[config.mk]
export PLATFORM = sky130hd
export DESIGN_NAME = tmr_timer_set
export DESIGN_NICKNAME = d
export VERILOG_FILES = /design/src/tmr_pkg.sv /design/src/tmr_timer_set.sv
export SDC_FILE = /design/constraint.sdc
export NUM_CORES = 1
export LEC_CHECK = 0
export BUFFER_PORTS_ARGS = -buffer_cell sky130_fd_sc_hd__buf_2
export CORE_MARGIN = 5
export CORE_UTILIZATION = 45
export CTS_CLUSTER_SIZE = 12
export DETAILED_ROUTE_END_ITERATION = 10
export PLACE_DENSITY = 0.6
export SLEW_MARGIN = 20
export SYNTH_ARGS = -nofsm -noshare
export SYNTH_HDL_FRONTEND = slang
export SYNTH_SLANG_ARGS = --single-unit
[constraint.sdc]
create_clock -name pclk -period 3.3 [get_ports pclk]
set_input_delay 0.825 -clock pclk [delete_from_list [all_inputs] [get_ports pclk]]
set_output_delay 0.825 -clock pclk [all_outputs]
set_load 0.01 [all_outputs]
[src/tmr_pkg.sv]
package tmr_pkg;

    // ****************************************
    // Register map.
    // ****************************************
    localparam int unsigned ADDR_W = 8;
    localparam logic [7:0] OFF_CTRL = 8'h00;
    localparam logic [7:0] OFF_FLAGS = 8'h04;
    localparam logic [7:0] OFF_GP_LOW = 8'h08;
    localparam logic [7:0] OFF_GP_HIGH = 8'h0C;
    localparam logic [7:0] OFF_SPEECH0 = 8'h10;
    localparam logic [7:0] SPEECH_STRIDE = 8'h04;
    localparam logic [7:0] OFF_MELODY = 8'h20;
    localparam logic [7:0] OFF_CLOCK = 8'h24;
    localparam logic [7:0] OFF_RTC = 8'h28;
    localparam logic [7:0] OFF_ALARM = 8'h2C;
    localparam logic [7:0] OFF_NSC = 8'h30;
    localparam logic [7:0] OFF_TICKSEL = 8'h34;

    // ****************************************
    // Sizes and flag positions.
    // ****************************************
    localparam int unsigned SPEECH_N = 4;
    localparam int unsigned TIMER_N = 8;
    localparam int unsigned TICK_N = 4;
    localparam int unsigned SEL_W = 2;
    localparam int unsigned FLAG_N = 14;
    localparam int unsigned FL_GP_LOW = 0;
    localparam int unsigned FL_GP_HIGH = 1;
    localparam int unsigned FL_SPEECH0 = 2;
    localparam int unsigned FL_MELODY = 6;
    localparam int unsigned FL_CLOCK = 7;
    localparam int unsigned FL_ALARM = 8;
    localparam int unsigned FL_SEC = 9;
    localparam int unsigned FL_MIN = 10;
    localparam int unsigned FL_HOUR = 11;
    localparam int unsigned FL_DAY = 12;
    localparam int unsigned FL_WDOG = 13;

    // Tick select slots, one per timer.
    localparam int unsigned TS_GP = 0;
    localparam int unsigned TS_SPEECH0 = 1;
    localparam int unsigned TS_MELODY = 5;
    localparam int unsigned TS_CLOCK = 6;
    localparam int unsigned TS_NSC = 7;

    // ****************************************
    // Counting limits and modes.
    // ****************************************
    localparam logic [7:0] CNT_MAX = 8'hFF;
    localparam logic [7:0] CNT_NEAR_MAX = 8'hFE;
    localparam logic [7:0] SEC_MAX = 8'h3B;
    localparam logic [7:0] MIN_MAX = 8'h3B;
    localparam logic [7:0] HOUR_MAX = 8'h17;
    localparam logic [7:0] ZERO8 = 8'h00;
    localparam logic [7:0] LFSR_TAPS = 8'hB8;
    localparam logic [7:0] LFSR_SEED = 8'h01;
    localparam logic [1:0] GP_SPLIT = 2'h0;
    localparam logic [1:0] GP_CASCADE = 2'h1;
    localparam logic [1:0] GP_RELOAD = 2'h2;
    localparam logic [1:0] NSC_OFF = 2'h0;
    localparam logic [1:0] NSC_WATCHDOG = 2'h1;
    localparam logic [1:0] NSC_RANDOM = 2'h2;

    typedef struct packed {
        logic clock_run;
        logic [3:0] speech_run;
        logic [1:0] nsc_mode;
        logic alarm_arm_bit;
        logic realtime_run_enable;
        logic [1:0] gp_mode;
        logic gp_run_enable;
    } tmr_ctrl_t;

    localparam int unsigned CTRL_W = 12;
    localparam logic [11:0] CTRL_RESET = 12'h000;

    typedef struct packed {
        logic [7:0] day;
        logic [7:0] hour;
        logic [7:0] minute;
        logic [7:0] second;
    } tmr_time_t;

    typedef enum logic [1:0] {
        MEL_IDLE = 2'b01,
        MEL_RUN = 2'b10
    } tmr_mel_state_t;

endpackage : tmr_pkg

[src/tmr_timer_set.sv]
// Design decisions made here: the APB slave port and the placing of the registers.
`timescale 1ns/1ps
// What this block does
// - Two 8-bit up counters, low and high, chain into one 16-bit timer.
// - Each general timer sets its own overflow flag on a tick at FFH, wrapping to zero or, for low in reload mode, reloading.
// - Auto-reload: low wrap reloads low counter from high register, high unchanged.
// - General timers count only while their run-enable bit is 1; the high counter stops in reload mode.
// - Four speech timers plus melody, clock, real-time and watchdog timers.
// - Speech timer is 8-bit up counter setting its flag on wrap.
// - On speech wrap the counter reloads from its untouched reload register.
// - Melody timer starts counting up right after software loads it.
// - Melody counter sets its flag on a tick at FEH or FFH and stops at FFH without reload.
// - Clock timer counts up, flags and reloads from its reload register.
// - Writing the clock reload register also loads the clock counter.
// - Enabled real-time clock counts seconds and carries to minute and hour; day only clears on hour wrap.
// - After 17h:3Bh:3Bh the next tick clears all time registers.
// - Armed alarm match sets the alarm flag and clears the arm bit.
// - Real-time clock gives second, minute, hour and day events.
// - Non-sequential 8-bit counter works as watchdog or random generator.
// - In random mode it runs every clock, repeating after fixed clocks.
// - Speech and second are level 2, melody level 3, rest level 4 except watchdog, which has no level.
module tmr_timer_set #(
    parameter logic [7:0] WDOG_LAST = 8'h80
) (
    input wire logic pclk,
    input wire logic presetn,
    input wire logic psel,
    input wire logic penable,
    input wire logic pwrite,
    input wire logic [tmr_pkg::ADDR_W-1:0] paddr,
    input wire logic [31:0] pwdata,
    output logic [31:0] prdata,
    output logic pready,
    output logic pslverr,
    input wire logic [tmr_pkg::TICK_N-1:0] tick_src,
    output logic irq_level2,
    output logic irq_level3,
    output logic irq_level4,
    output logic [tmr_pkg::FLAG_N-1:0] event_flags,
    output logic watchdog_expire,
    output logic [7:0] random_value
);

    // ****************************************
    // Bus decode.
    // ****************************************
    logic wr;
    logic setup;
    logic hit;
    logic [31:0] rd_data;
    tmr_pkg::tmr_ctrl_t ctrl;
    logic [tmr_pkg::TIMER_N*tmr_pkg::SEL_W-1:0] ticksel;
    logic [tmr_pkg::TIMER_N-1:0] tick;
    logic [tmr_pkg::FLAG_N-1:0] flag_set;
    logic [tmr_pkg::FLAG_N-1:0] flag_clr;

    assign wr = psel && penable && pwrite;
    assign setup = psel && !penable;
    assign pready = 1'b1;
    assign pslverr = psel && penable && !hit;

    // ****************************************
    // Tick selection.
    // ****************************************
    genvar j;
    generate
        for (j = 0; j < tmr_pkg::TIMER_N; j++)
        begin : g_tick
            assign tick[j] = tick_src[ticksel[j*tmr_pkg::SEL_W +: tmr_pkg::SEL_W]];
        end
    endgenerate

    always_ff @(posedge pclk or negedge presetn)
    begin
        if (!presetn)
            ticksel <= '0;
        else if (wr && paddr == tmr_pkg::OFF_TICKSEL)
            ticksel <= pwdata[tmr_pkg::TIMER_N*tmr_pkg::SEL_W-1:0];
    end

    // ****************************************
    // General purpose timers.
    // ****************************************
    logic [7:0] gp_low_counter;
    logic [7:0] gp_high_counter_reload;
    logic gp_tick;
    logic gp_low_wrap;
    logic gp_high_step;

    assign gp_tick = tick[tmr_pkg::TS_GP] && ctrl.gp_run_enable;
    assign gp_low_wrap = gp_tick && gp_low_counter == tmr_pkg::CNT_MAX;
    assign gp_high_step = (ctrl.gp_mode == tmr_pkg::GP_CASCADE) ? gp_low_wrap :
                          (ctrl.gp_mode == tmr_pkg::GP_SPLIT) ? gp_tick : 1'b0;

    always_ff @(posedge pclk or negedge presetn)
    begin
        if (!presetn)
            gp_low_counter <= '0;
        else if (wr && paddr == tmr_pkg::OFF_GP_LOW)
            gp_low_counter <= pwdata[7:0];
        else if (gp_low_wrap && ctrl.gp_mode == tmr_pkg::GP_RELOAD)
            gp_low_counter <= gp_high_counter_reload;
        else if (gp_tick)
            gp_low_counter <= gp_low_counter + 8'h01;
    end

    always_ff @(posedge pclk or negedge presetn)
    begin
        if (!presetn)
            gp_high_counter_reload <= '0;
        else if (wr && paddr == tmr_pkg::OFF_GP_HIGH)
            gp_high_counter_reload <= pwdata[7:0];
        else if (gp_high_step)
            gp_high_counter_reload <= gp_high_counter_reload + 8'h01;
    end

    assign flag_set[tmr_pkg::FL_GP_LOW] = gp_low_wrap;
    assign flag_set[tmr_pkg::FL_GP_HIGH] = gp_high_step && gp_high_counter_reload == tmr_pkg::CNT_MAX;

    // ****************************************
    // Speech timers.
    // ****************************************
    logic [7:0] speech_count [tmr_pkg::SPEECH_N];
    logic [7:0] speech_reload_value [tmr_pkg::SPEECH_N];

    genvar i;
    generate
        for (i = 0; i < tmr_pkg::SPEECH_N; i++)
        begin : g_speech
            logic sp_tick;
            logic sp_wrap;
            logic [7:0] sp_off;

            assign sp_off = tmr_pkg::OFF_SPEECH0 + 8'(tmr_pkg::SPEECH_STRIDE * i);
            assign sp_tick = tick[tmr_pkg::TS_SPEECH0 + i] && ctrl.speech_run[i];
            assign sp_wrap = sp_tick && speech_count[i] == tmr_pkg::CNT_MAX;
            assign flag_set[tmr_pkg::FL_SPEECH0 + i] = sp_wrap;

            always_ff @(posedge pclk or negedge presetn)
            begin
                if (!presetn)
                    speech_reload_value[i] <= '0;
                else if (wr && paddr == sp_off)
                    speech_reload_value[i] <= pwdata[7:0];
            end

            always_ff @(posedge pclk or negedge presetn)
            begin
                if (!presetn)
                    speech_count[i] <= '0;
                else if (sp_wrap)
                    speech_count[i] <= speech_reload_value[i];
                else if (sp_tick)
                    speech_count[i] <= speech_count[i] + 8'h01;
            end
        end
    endgenerate

    // ****************************************
    // Melody timer.
    // ****************************************
    tmr_pkg::tmr_mel_state_t mel_state;
    logic [7:0] melody_count;
    logic mel_tick;
    logic mel_done;

    assign mel_tick = tick[tmr_pkg::TS_MELODY] && mel_state == tmr_pkg::MEL_RUN;
    assign mel_done = mel_tick && melody_count >= tmr_pkg::CNT_NEAR_MAX;
    assign flag_set[tmr_pkg::FL_MELODY] = mel_done;

    always_ff @(posedge pclk or negedge presetn)
    begin
        if (!presetn)
            mel_state <= tmr_pkg::MEL_IDLE;
        else if (wr && paddr == tmr_pkg::OFF_MELODY)
            mel_state <= tmr_pkg::MEL_RUN;
        else
        begin
            unique case (mel_state)
                tmr_pkg::MEL_IDLE: mel_state <= tmr_pkg::MEL_IDLE;
                tmr_pkg::MEL_RUN: mel_state <= mel_done ? tmr_pkg::MEL_IDLE : tmr_pkg::MEL_RUN;
                default: mel_state <= tmr_pkg::MEL_IDLE;
            endcase
        end
    end

    always_ff @(posedge pclk or negedge presetn)
    begin
        if (!presetn)
            melody_count <= '0;
        else if (wr && paddr == tmr_pkg::OFF_MELODY)
            melody_count <= pwdata[7:0];
        else if (mel_tick && melody_count != tmr_pkg::CNT_MAX)
            melody_count <= melody_count + 8'h01;
    end

    // ****************************************
    // Clock timer.
    // ****************************************
    logic [7:0] clock_count;
    logic [7:0] clock_timer_reload_value;
    logic ct_tick;
    logic ct_wrap;

    assign ct_tick = tick[tmr_pkg::TS_CLOCK] && ctrl.clock_run;
    assign ct_wrap = ct_tick && clock_count == tmr_pkg::CNT_MAX;
    assign flag_set[tmr_pkg::FL_CLOCK] = ct_wrap;

    always_ff @(posedge pclk or negedge presetn)
    begin
        if (!presetn)
            clock_timer_reload_value <= '0;
        else if (wr && paddr == tmr_pkg::OFF_CLOCK)
            clock_timer_reload_value <= pwdata[7:0];
    end

    always_ff @(posedge pclk or negedge presetn)
    begin
        if (!presetn)
            clock_count <= '0;
        else if (wr && paddr == tmr_pkg::OFF_CLOCK)
            clock_count <= pwdata[7:0];
        else if (ct_wrap)
            clock_count <= clock_timer_reload_value;
        else if (ct_tick)
            clock_count <= clock_count + 8'h01;
    end

    // ****************************************
    // Real-time clock and alarm.
    // ****************************************
    tmr_pkg::tmr_time_t rtc;
    tmr_pkg::tmr_time_t alarm;
    logic rtc_tick;
    logic sec_roll;
    logic min_roll;
    logic hour_roll;
    logic alarm_hit;

    assign rtc_tick = ct_wrap && ctrl.realtime_run_enable;
    assign sec_roll = rtc.second == tmr_pkg::SEC_MAX;
    assign min_roll = rtc.minute == tmr_pkg::MIN_MAX;
    assign hour_roll = rtc.hour == tmr_pkg::HOUR_MAX;
    assign flag_set[tmr_pkg::FL_SEC] = rtc_tick;
    assign flag_set[tmr_pkg::FL_MIN] = rtc_tick && sec_roll;
    assign flag_set[tmr_pkg::FL_HOUR] = rtc_tick && sec_roll && min_roll;
    assign flag_set[tmr_pkg::FL_DAY] = rtc_tick && sec_roll && min_roll && hour_roll;
    assign alarm_hit = ctrl.alarm_arm_bit && rtc.hour == alarm.hour
                       && rtc.minute == alarm.minute && rtc.second == alarm.second;
    assign flag_set[tmr_pkg::FL_ALARM] = alarm_hit;

    always_ff @(posedge pclk or negedge presetn)
    begin
        if (!presetn)
            rtc <= '0;
        else if (wr && paddr == tmr_pkg::OFF_RTC)
            rtc <= pwdata;
        else if (rtc_tick)
        begin
            if (!sec_roll)
                rtc.second <= rtc.second + 8'h01;
            else
            begin
                rtc.second <= tmr_pkg::ZERO8;
                if (!min_roll)
                    rtc.minute <= rtc.minute + 8'h01;
                else
                begin
                    rtc.minute <= tmr_pkg::ZERO8;
                    if (!hour_roll)
                        rtc.hour <= rtc.hour + 8'h01;
                    else
                    begin
                        rtc.hour <= tmr_pkg::ZERO8;
                        rtc.day <= tmr_pkg::ZERO8;
                    end
                end
            end
        end
    end

    always_ff @(posedge pclk or negedge presetn)
    begin
        if (!presetn)
            alarm <= '0;
        else if (wr && paddr == tmr_pkg::OFF_ALARM)
            alarm <= pwdata;
    end

    // ****************************************
    // Control register.
    // ****************************************
    always_ff @(posedge pclk or negedge presetn)
    begin
        if (!presetn)
            ctrl <= tmr_pkg::CTRL_RESET;
        else if (wr && paddr == tmr_pkg::OFF_CTRL)
            ctrl <= pwdata[tmr_pkg::CTRL_W-1:0];
        else if (alarm_hit)
            ctrl.alarm_arm_bit <= 1'b0;
    end

    // ****************************************
    // Non-sequential counter.
    // ****************************************
    logic [7:0] nsc;
    logic [7:0] next_nsc;
    logic nsc_step;
    logic wdog_hit;
    logic wdog_kick;

    assign next_nsc = {1'b0, nsc[7:1]} ^ (nsc[0] ? tmr_pkg::LFSR_TAPS : tmr_pkg::ZERO8);
    assign nsc_step = (ctrl.nsc_mode == tmr_pkg::NSC_RANDOM) ||
                      (ctrl.nsc_mode == tmr_pkg::NSC_WATCHDOG && tick[tmr_pkg::TS_NSC]);
    assign wdog_hit = ctrl.nsc_mode == tmr_pkg::NSC_WATCHDOG && tick[tmr_pkg::TS_NSC] && nsc == WDOG_LAST;
    assign wdog_kick = wr && paddr == tmr_pkg::OFF_NSC;
    assign flag_set[tmr_pkg::FL_WDOG] = wdog_hit;

    always_ff @(posedge pclk or negedge presetn)
    begin
        if (!presetn)
            nsc <= tmr_pkg::LFSR_SEED;
        else if (wdog_kick || wdog_hit)
            nsc <= tmr_pkg::LFSR_SEED;
        else if (nsc_step)
            nsc <= next_nsc;
    end

    always_ff @(posedge pclk or negedge presetn)
    begin
        if (!presetn)
            watchdog_expire <= 1'b0;
        else
            watchdog_expire <= wdog_hit;
    end

    assign random_value = nsc;

    // ****************************************
    // Flags and priority requests.
    // ****************************************
    assign flag_clr = (wr && paddr == tmr_pkg::OFF_FLAGS) ? pwdata[tmr_pkg::FLAG_N-1:0] : '0;

    always_ff @(posedge pclk or negedge presetn)
    begin
        if (!presetn)
            event_flags <= '0;
        else
            event_flags <= (event_flags & ~flag_clr) | flag_set;
    end

    always_ff @(posedge pclk or negedge presetn)
    begin
        if (!presetn)
        begin
            irq_level2 <= 1'b0;
            irq_level3 <= 1'b0;
            irq_level4 <= 1'b0;
        end
        else
        begin
            irq_level2 <= |event_flags[tmr_pkg::FL_SPEECH0 +: tmr_pkg::SPEECH_N]
                          || event_flags[tmr_pkg::FL_SEC];
            irq_level3 <= event_flags[tmr_pkg::FL_MELODY];
            irq_level4 <= event_flags[tmr_pkg::FL_GP_LOW] || event_flags[tmr_pkg::FL_GP_HIGH]
                          || event_flags[tmr_pkg::FL_CLOCK] || event_flags[tmr_pkg::FL_ALARM]
                          || event_flags[tmr_pkg::FL_MIN] || event_flags[tmr_pkg::FL_HOUR]
                          || event_flags[tmr_pkg::FL_DAY];
        end
    end

    // ****************************************
    // Read data.
    // ****************************************
    always_comb
    begin
        rd_data = '0;
        hit = 1'b1;
        unique case (paddr)
            tmr_pkg::OFF_CTRL: rd_data[tmr_pkg::CTRL_W-1:0] = ctrl;
            tmr_pkg::OFF_FLAGS: rd_data[tmr_pkg::FLAG_N-1:0] = event_flags;
            tmr_pkg::OFF_GP_LOW: rd_data[7:0] = gp_low_counter;
            tmr_pkg::OFF_GP_HIGH: rd_data[7:0] = gp_high_counter_reload;
            tmr_pkg::OFF_MELODY: rd_data[7:0] = melody_count;
            tmr_pkg::OFF_CLOCK: rd_data[15:0] = {clock_count, clock_timer_reload_value};
            tmr_pkg::OFF_RTC: rd_data = rtc;
            tmr_pkg::OFF_ALARM: rd_data = alarm;
            tmr_pkg::OFF_NSC: rd_data[7:0] = nsc;
            tmr_pkg::OFF_TICKSEL: rd_data[tmr_pkg::TIMER_N*tmr_pkg::SEL_W-1:0] = ticksel;
            default:
            begin
                hit = 1'b0;
                for (int k = 0; k < tmr_pkg::SPEECH_N; k++)
                begin
                    if (paddr == tmr_pkg::OFF_SPEECH0 + 8'(tmr_pkg::SPEECH_STRIDE * k))
                    begin
                        hit = 1'b1;
                        rd_data[15:0] = {speech_count[k], speech_reload_value[k]};
                    end
                end
            end
        endcase
    end

    always_ff @(posedge pclk or negedge presetn)
    begin
        if (!presetn)
            prdata <= '0;
        else if (setup)
            prdata <= rd_data;
    end

endmodule : tmr_timer_set

# After elaboration in Yosys (flattened, before gate mapping)
# Index checks and enable logic that the tools add are counted.
[totals] word_cells=240 inputBits=49 ff_bits=256 output_inout_bits=60
[classes] add_sub_neg=11 n_reduce_logical=79 n_bitwise=4 muxes=67 order_cmp=9 n_eq_ne=33
[op_table] cell="$mux W8" n=25
[op_table] cell="$add A8 B1 Y8 const B" n=11
[op_table] cell="$mux W16" n=5
[op_table] cell="$pmux W8 S10" n=1
[op_table] cell="$eq A8 B6 Y1 const B" n=8
[op_table] cell="$eq A8 B8 Y1 const B" n=8
[op_table] cell="$mux W32" n=2
[op_table] cell="$logic_and A1 B1 Y1" n=44
[op_table] cell="$eq A8 B5 Y1 const B" n=5
[op_table] cell="$pmux W16 S2" n=1
[op_table] cell="$pmux W4 S7" n=1
[op_table] cell="$eq A8 B8 Y1" n=3
[op_table] cell="$lt A2 B3 Y1 const B" n=8
[op_table] cell="$mux W24" n=1
[op_table] cell="$reduce_bool A2 Y1" n=12
[op_table] cell="$mux W1" n=17
[op_table] cell="$bmux W1 S2" n=8
[op_table] cell="$eq A8 B4 Y1 const B" n=2
[op_table] cell="$and A14 B14 Y14" n=1
[op_table] cell="$mux W14" n=1
[op_table] cell="$not A14 Y14" n=1
[op_table] cell="$or A14 B14 Y14" n=1
[op_table] cell="$pmux W2 S6" n=1
[op_table] cell="$pmux W2 S5" n=1
[op_table] cell="other kinds (19)" n=35

# Longest topological paths before layout
[depth] ltp_word=9 mapped_depth=8 ltp_nobuf=6

# Least setup slack after synthesis
# OpenSTA, ideal clock, no wires.
[synth_path] kind="input-to-output" startpoint="in paddr[6] in the netlist's numbering" endpoint="out pslverr" required_ps=2475 arrival_ps=2140 path_slack_ps=335 n_path_buf=3 stages=6 path_cell_list="buf_2 or4_1 buf_2 a21oi_2 buf_6 nor3_1"
[synth_between] elab_chain_len=8 word_cells_on_any_way=22 classes_between="eq/ne (13); mux (5); reduce/logical (4)"
[synth_rtl] item="start, declared" line_no="tmr_timer_set.sv:30" source="input wire logic [tmr_pkg::ADDR_W-1:0] paddr,"
[synth_rtl] item="$eq A8 B5 Y1" line_no="tmr_timer_set.sv:395" source="if (paddr == tmr_pkg::OFF_SPEECH0 + 8'(tmr_pkg::SPEECH_STRIDE * k))"
[synth_rtl] item="$mux W1 (4 in series)" line_no="tmr_timer_set.sv:395"
[synth_rtl] item="$mux W1 (*)" line_no="tmr_timer_set.sv:379" source="unique case (paddr)"
[synth_rtl] item="$logic_not A1 Y1 (*)" line_no="tmr_timer_set.sv:60" source="assign pslverr = psel && penable && !hit;"
[synth_rtl] item="$logic_and A1 B1 Y1 (*)" line_no="tmr_timer_set.sv:60"
[synth_rtl] item="end, declared" line_no="tmr_timer_set.sv:34" source="output logic pslverr,"
# Every way passes the cells marked *; elsewhere a longest branch is shown, timed or not.

# Worst setup path in the final report
[layout_path] startpoint="in paddr[3] in the netlist's numbering" endpoint="out pslverr"
# Same word-level chain as after synthesis.

==> impl_metrics.yaml <==
setup_path:
  worstSetupPathType: "input port to output port"
  critPathLaunchType: "input port"
  rr_worst_depth: 6
  crit_arrival_ps: 2090
  worstPathRequired_ps: 2470
  cp_max_fo: 25
  endpoint_kind: "output port"
  r2r_start: "rtc[0]"
  reg2reg_slack_ps: 620
  r2r_end: "rtc[24]"
power:
  irDropWorstVdd_uv: 358
  p_leak_nw: 7.55
  powerDensity_mw_per_mm2: 477
worst_hold_path:
  hp-class: "input port to asynchronous set/reset pin"
clocking:
  postCtsSetupBuffers: 0
  cts_resized: 0
  htreeDepth: 1
  cts_tree: "done"
  cts_sinks: 256
  clk_latency_ps: 570
  path_clk_slew_ps: 60
  hold_buffers: 0
  root_buffer: "clkbuf_16"
  cts-buffers-inserted: 30
  cts_buffer_depth: 3
sta:
  period_share_pct: 88.3
  setup_tns_ps: 0
  rsz0062_at_grt: "no"
  final_max_slew_viol_count: 0
  setup_slack_ps: 385
  setup_viol: 0
  tightest_slew_ps: 886
  clock.fmax_ghz: 0.343
  hold_viol: 0
  hold_slack_ps: 201
  clock_skew_ps: 17.9
  period_needed_ps: 2910
  maxSlewHeadroom_pct: 40.7
grt:
  grt_pass1_vias: 12000
  grt_first_pass_wirelength_mm: 75.7
  track_usage_pct: 27.4
  overflow: 0
  grt_antenna_before_repair: 2
  grt_max_degree: 68
finish:
  nNetsFinal: 1613
  area_growth_pct: 14.9
  fillers: 2894
  finalNonFillerCells: 1979
  stdcell_area_mm2: 0.0164
  drive_above_1_share_pct: 21.0
die:
  io_pins: 109
  core-area_mm2: 0.0315
  start_util_pct: 45.5
  die_h_um: 188
  rows: 65
  die_w_um: 188
  die_area_mm2: 0.0355
synth:
  synth_common_cells: "dfrtp_1, nand2_1, nor2_1"
  ys_seq_area_share_pct: 44.8
  netlist_instances: 1444
  synthFlopType: "dfrtp_1"
  netlist.top_cell.by_area: "dfrtp_1"
  syn_nets: 1505
  yosys_warnings: 0
  synth.most_common_cell: "dfrtp_1"
  ys_types: 87
  synth.avg_cell_area_um2: 9.91
  async_flop_share_pct: 100
  synth_edf_count: 0
  synth_area_mm2: 0.0143
  synth_top_area_share_pct: 44.4
  yosys_register_bits: 256
  synthTopCellsByArea: "dfrtp_1, mux2_2, mux2i_1"
route:
  ant_nets: 0
  drc_errors: 0
  viasPerCell: 6.27
  firstDrtPassIters: 6
  initialDrtViolationCount: 1340
  vias: 12400
  wire_per_inst_um: 25.1
  routed_wl_mm: 49.7
flow_run:
  max_cap_viol_count: 0
place:
  dpl_worst_slack_ps: 114
  port_buffers: 107
  dpl.cell_count: 1922
  dp_hpwl_mm: 36.3
  placed_area_mm2: 0.0154
  gp_congestion: 0.990
status:
  status: "complete, no violations"
[stage by stage]
stage / power [mW] / util, %
global route: 8.15 / 52.2
finish: 7.84 / 52.2
detailed placement: 4.50 / 49.0
CTS: 7.88 / 52.2
floorplan: 4.04 / -
global placement: 4.48 / 49.0
[area by class of cell]
cell class / count / area, um2 / area share [%]
Clock buffer: 44 / 895 / 5.44
Multi-Input combinational cell: 1080 / 7420 / 45.2
Inverter: 20 / 75.1 / 0.457
Timing Repair Buffer: 164 / 1010 / 6.15
Tap cell: 402 / 503 / 3.06
Antenna cell: 1 / 2.50 / 0.0152
Clock inverter: 12 / 120 / 0.731
Sequential cell: 256 / 6410 / 39.0
[where the power goes]
| part | switching, mW | internal (mW) |
|---|---|---|
| Combinational | 0.526 | 0.348 |
| Sequential | 0.254 | 3.32 |
| Clock | 1.37 | 2.03 |
[registers in the layout, indices dropped and copies added (netlist names), 2 cells and up]
| register | count |
|---|---|
| gp_low_counter | 8 |
| clock_timer_reload_value | 8 |
| alarm | 32 |
| clock_count | 8 |
| speech_reload_value | 32 |
| mel_state | 2 |
| gp_high_counter_reload | 8 |
| melody_count | 8 |
| ticksel | 16 |
| event_flags | 14 |
| random_value | 8 |
| ctrl | 12 |
| speech_count | 32 |
| rtc | 32 |
| prdata | 32 |
[cell families after synthesis]
group | Yosys count | synth area share [%]
other cells | 1 | 0.0262
compound gates | 344 | 16.4
fa+ha+maj | 12 | 1.05
buf+inv | 108 | 3.40
simple gates | 509 | 18.4
xor+xnor | 45 | 2.75
flops | 256 | 44.8
mux | 169 | 13.2
[worst max-delay path by stage]
stage / startpoint / endpoint / slack, ps / cells after the start
2_1_floorplan: paddr[6] / pslverr / 330 / 6
3_3_place_gp: paddr[1] / prdata[2] / 40 / 6
3_5_place_dp: paddr[7] / prdata[2] / 110 / 6
4_1_cts: paddr[1] / pslverr / 430 / 5
5_1_grt: paddr[1] / pslverr / 340 / 5
6_report: paddr[3] / pslverr / 390 / 5
[per-layer routing]
layer / vias to the layer above / wire length [um] / global-route usage (%)
li1: 5582 / - / -
met2: 561 / 21100 / 40.0
met1: 6161 / 22400 / 40.4
met4: 2 / 1560 / 7.96
met3: 102 / 4610 / 7.17
met5: - / 13 / 0
[critical path, stage by stage]
cell      delay [ps]
buf_2            370
nand2b_1         210
a21oi_2           70
nor3_1           380
buf_2            220
[layout by cell type, fill, tap and decap left out, types with 8 or more instances in the layout]
cell type / instances
a221oi_1: 27
xnor2_1: 23
nand2_1: 169
o31ai_1: 13
a31oi_1: 18
a21oi_1: 60
clkbuf_16: 31
mux2i_1: 66
buf_2: 106
mux2_1: 19
mux2_2: 78
buf_4: 54
nor2b_1: 13
o21ai_0: 75
o2bb2ai_1: 17
and3_1: 30
o211ai_1: 8
a21o_1: 13
o22ai_1: 11
dfrtp_1: 254
nor3_1: 23
nor2_1: 109
a22o_1: 21
xor2_1: 22
ha_1: 12
nand4_1: 21
inv_1: 20
a22oi_1: 25
and2_1: 11
nand3_1: 51
nor4_1: 15
Note: power is estimated with default switching activity, not from simulation.
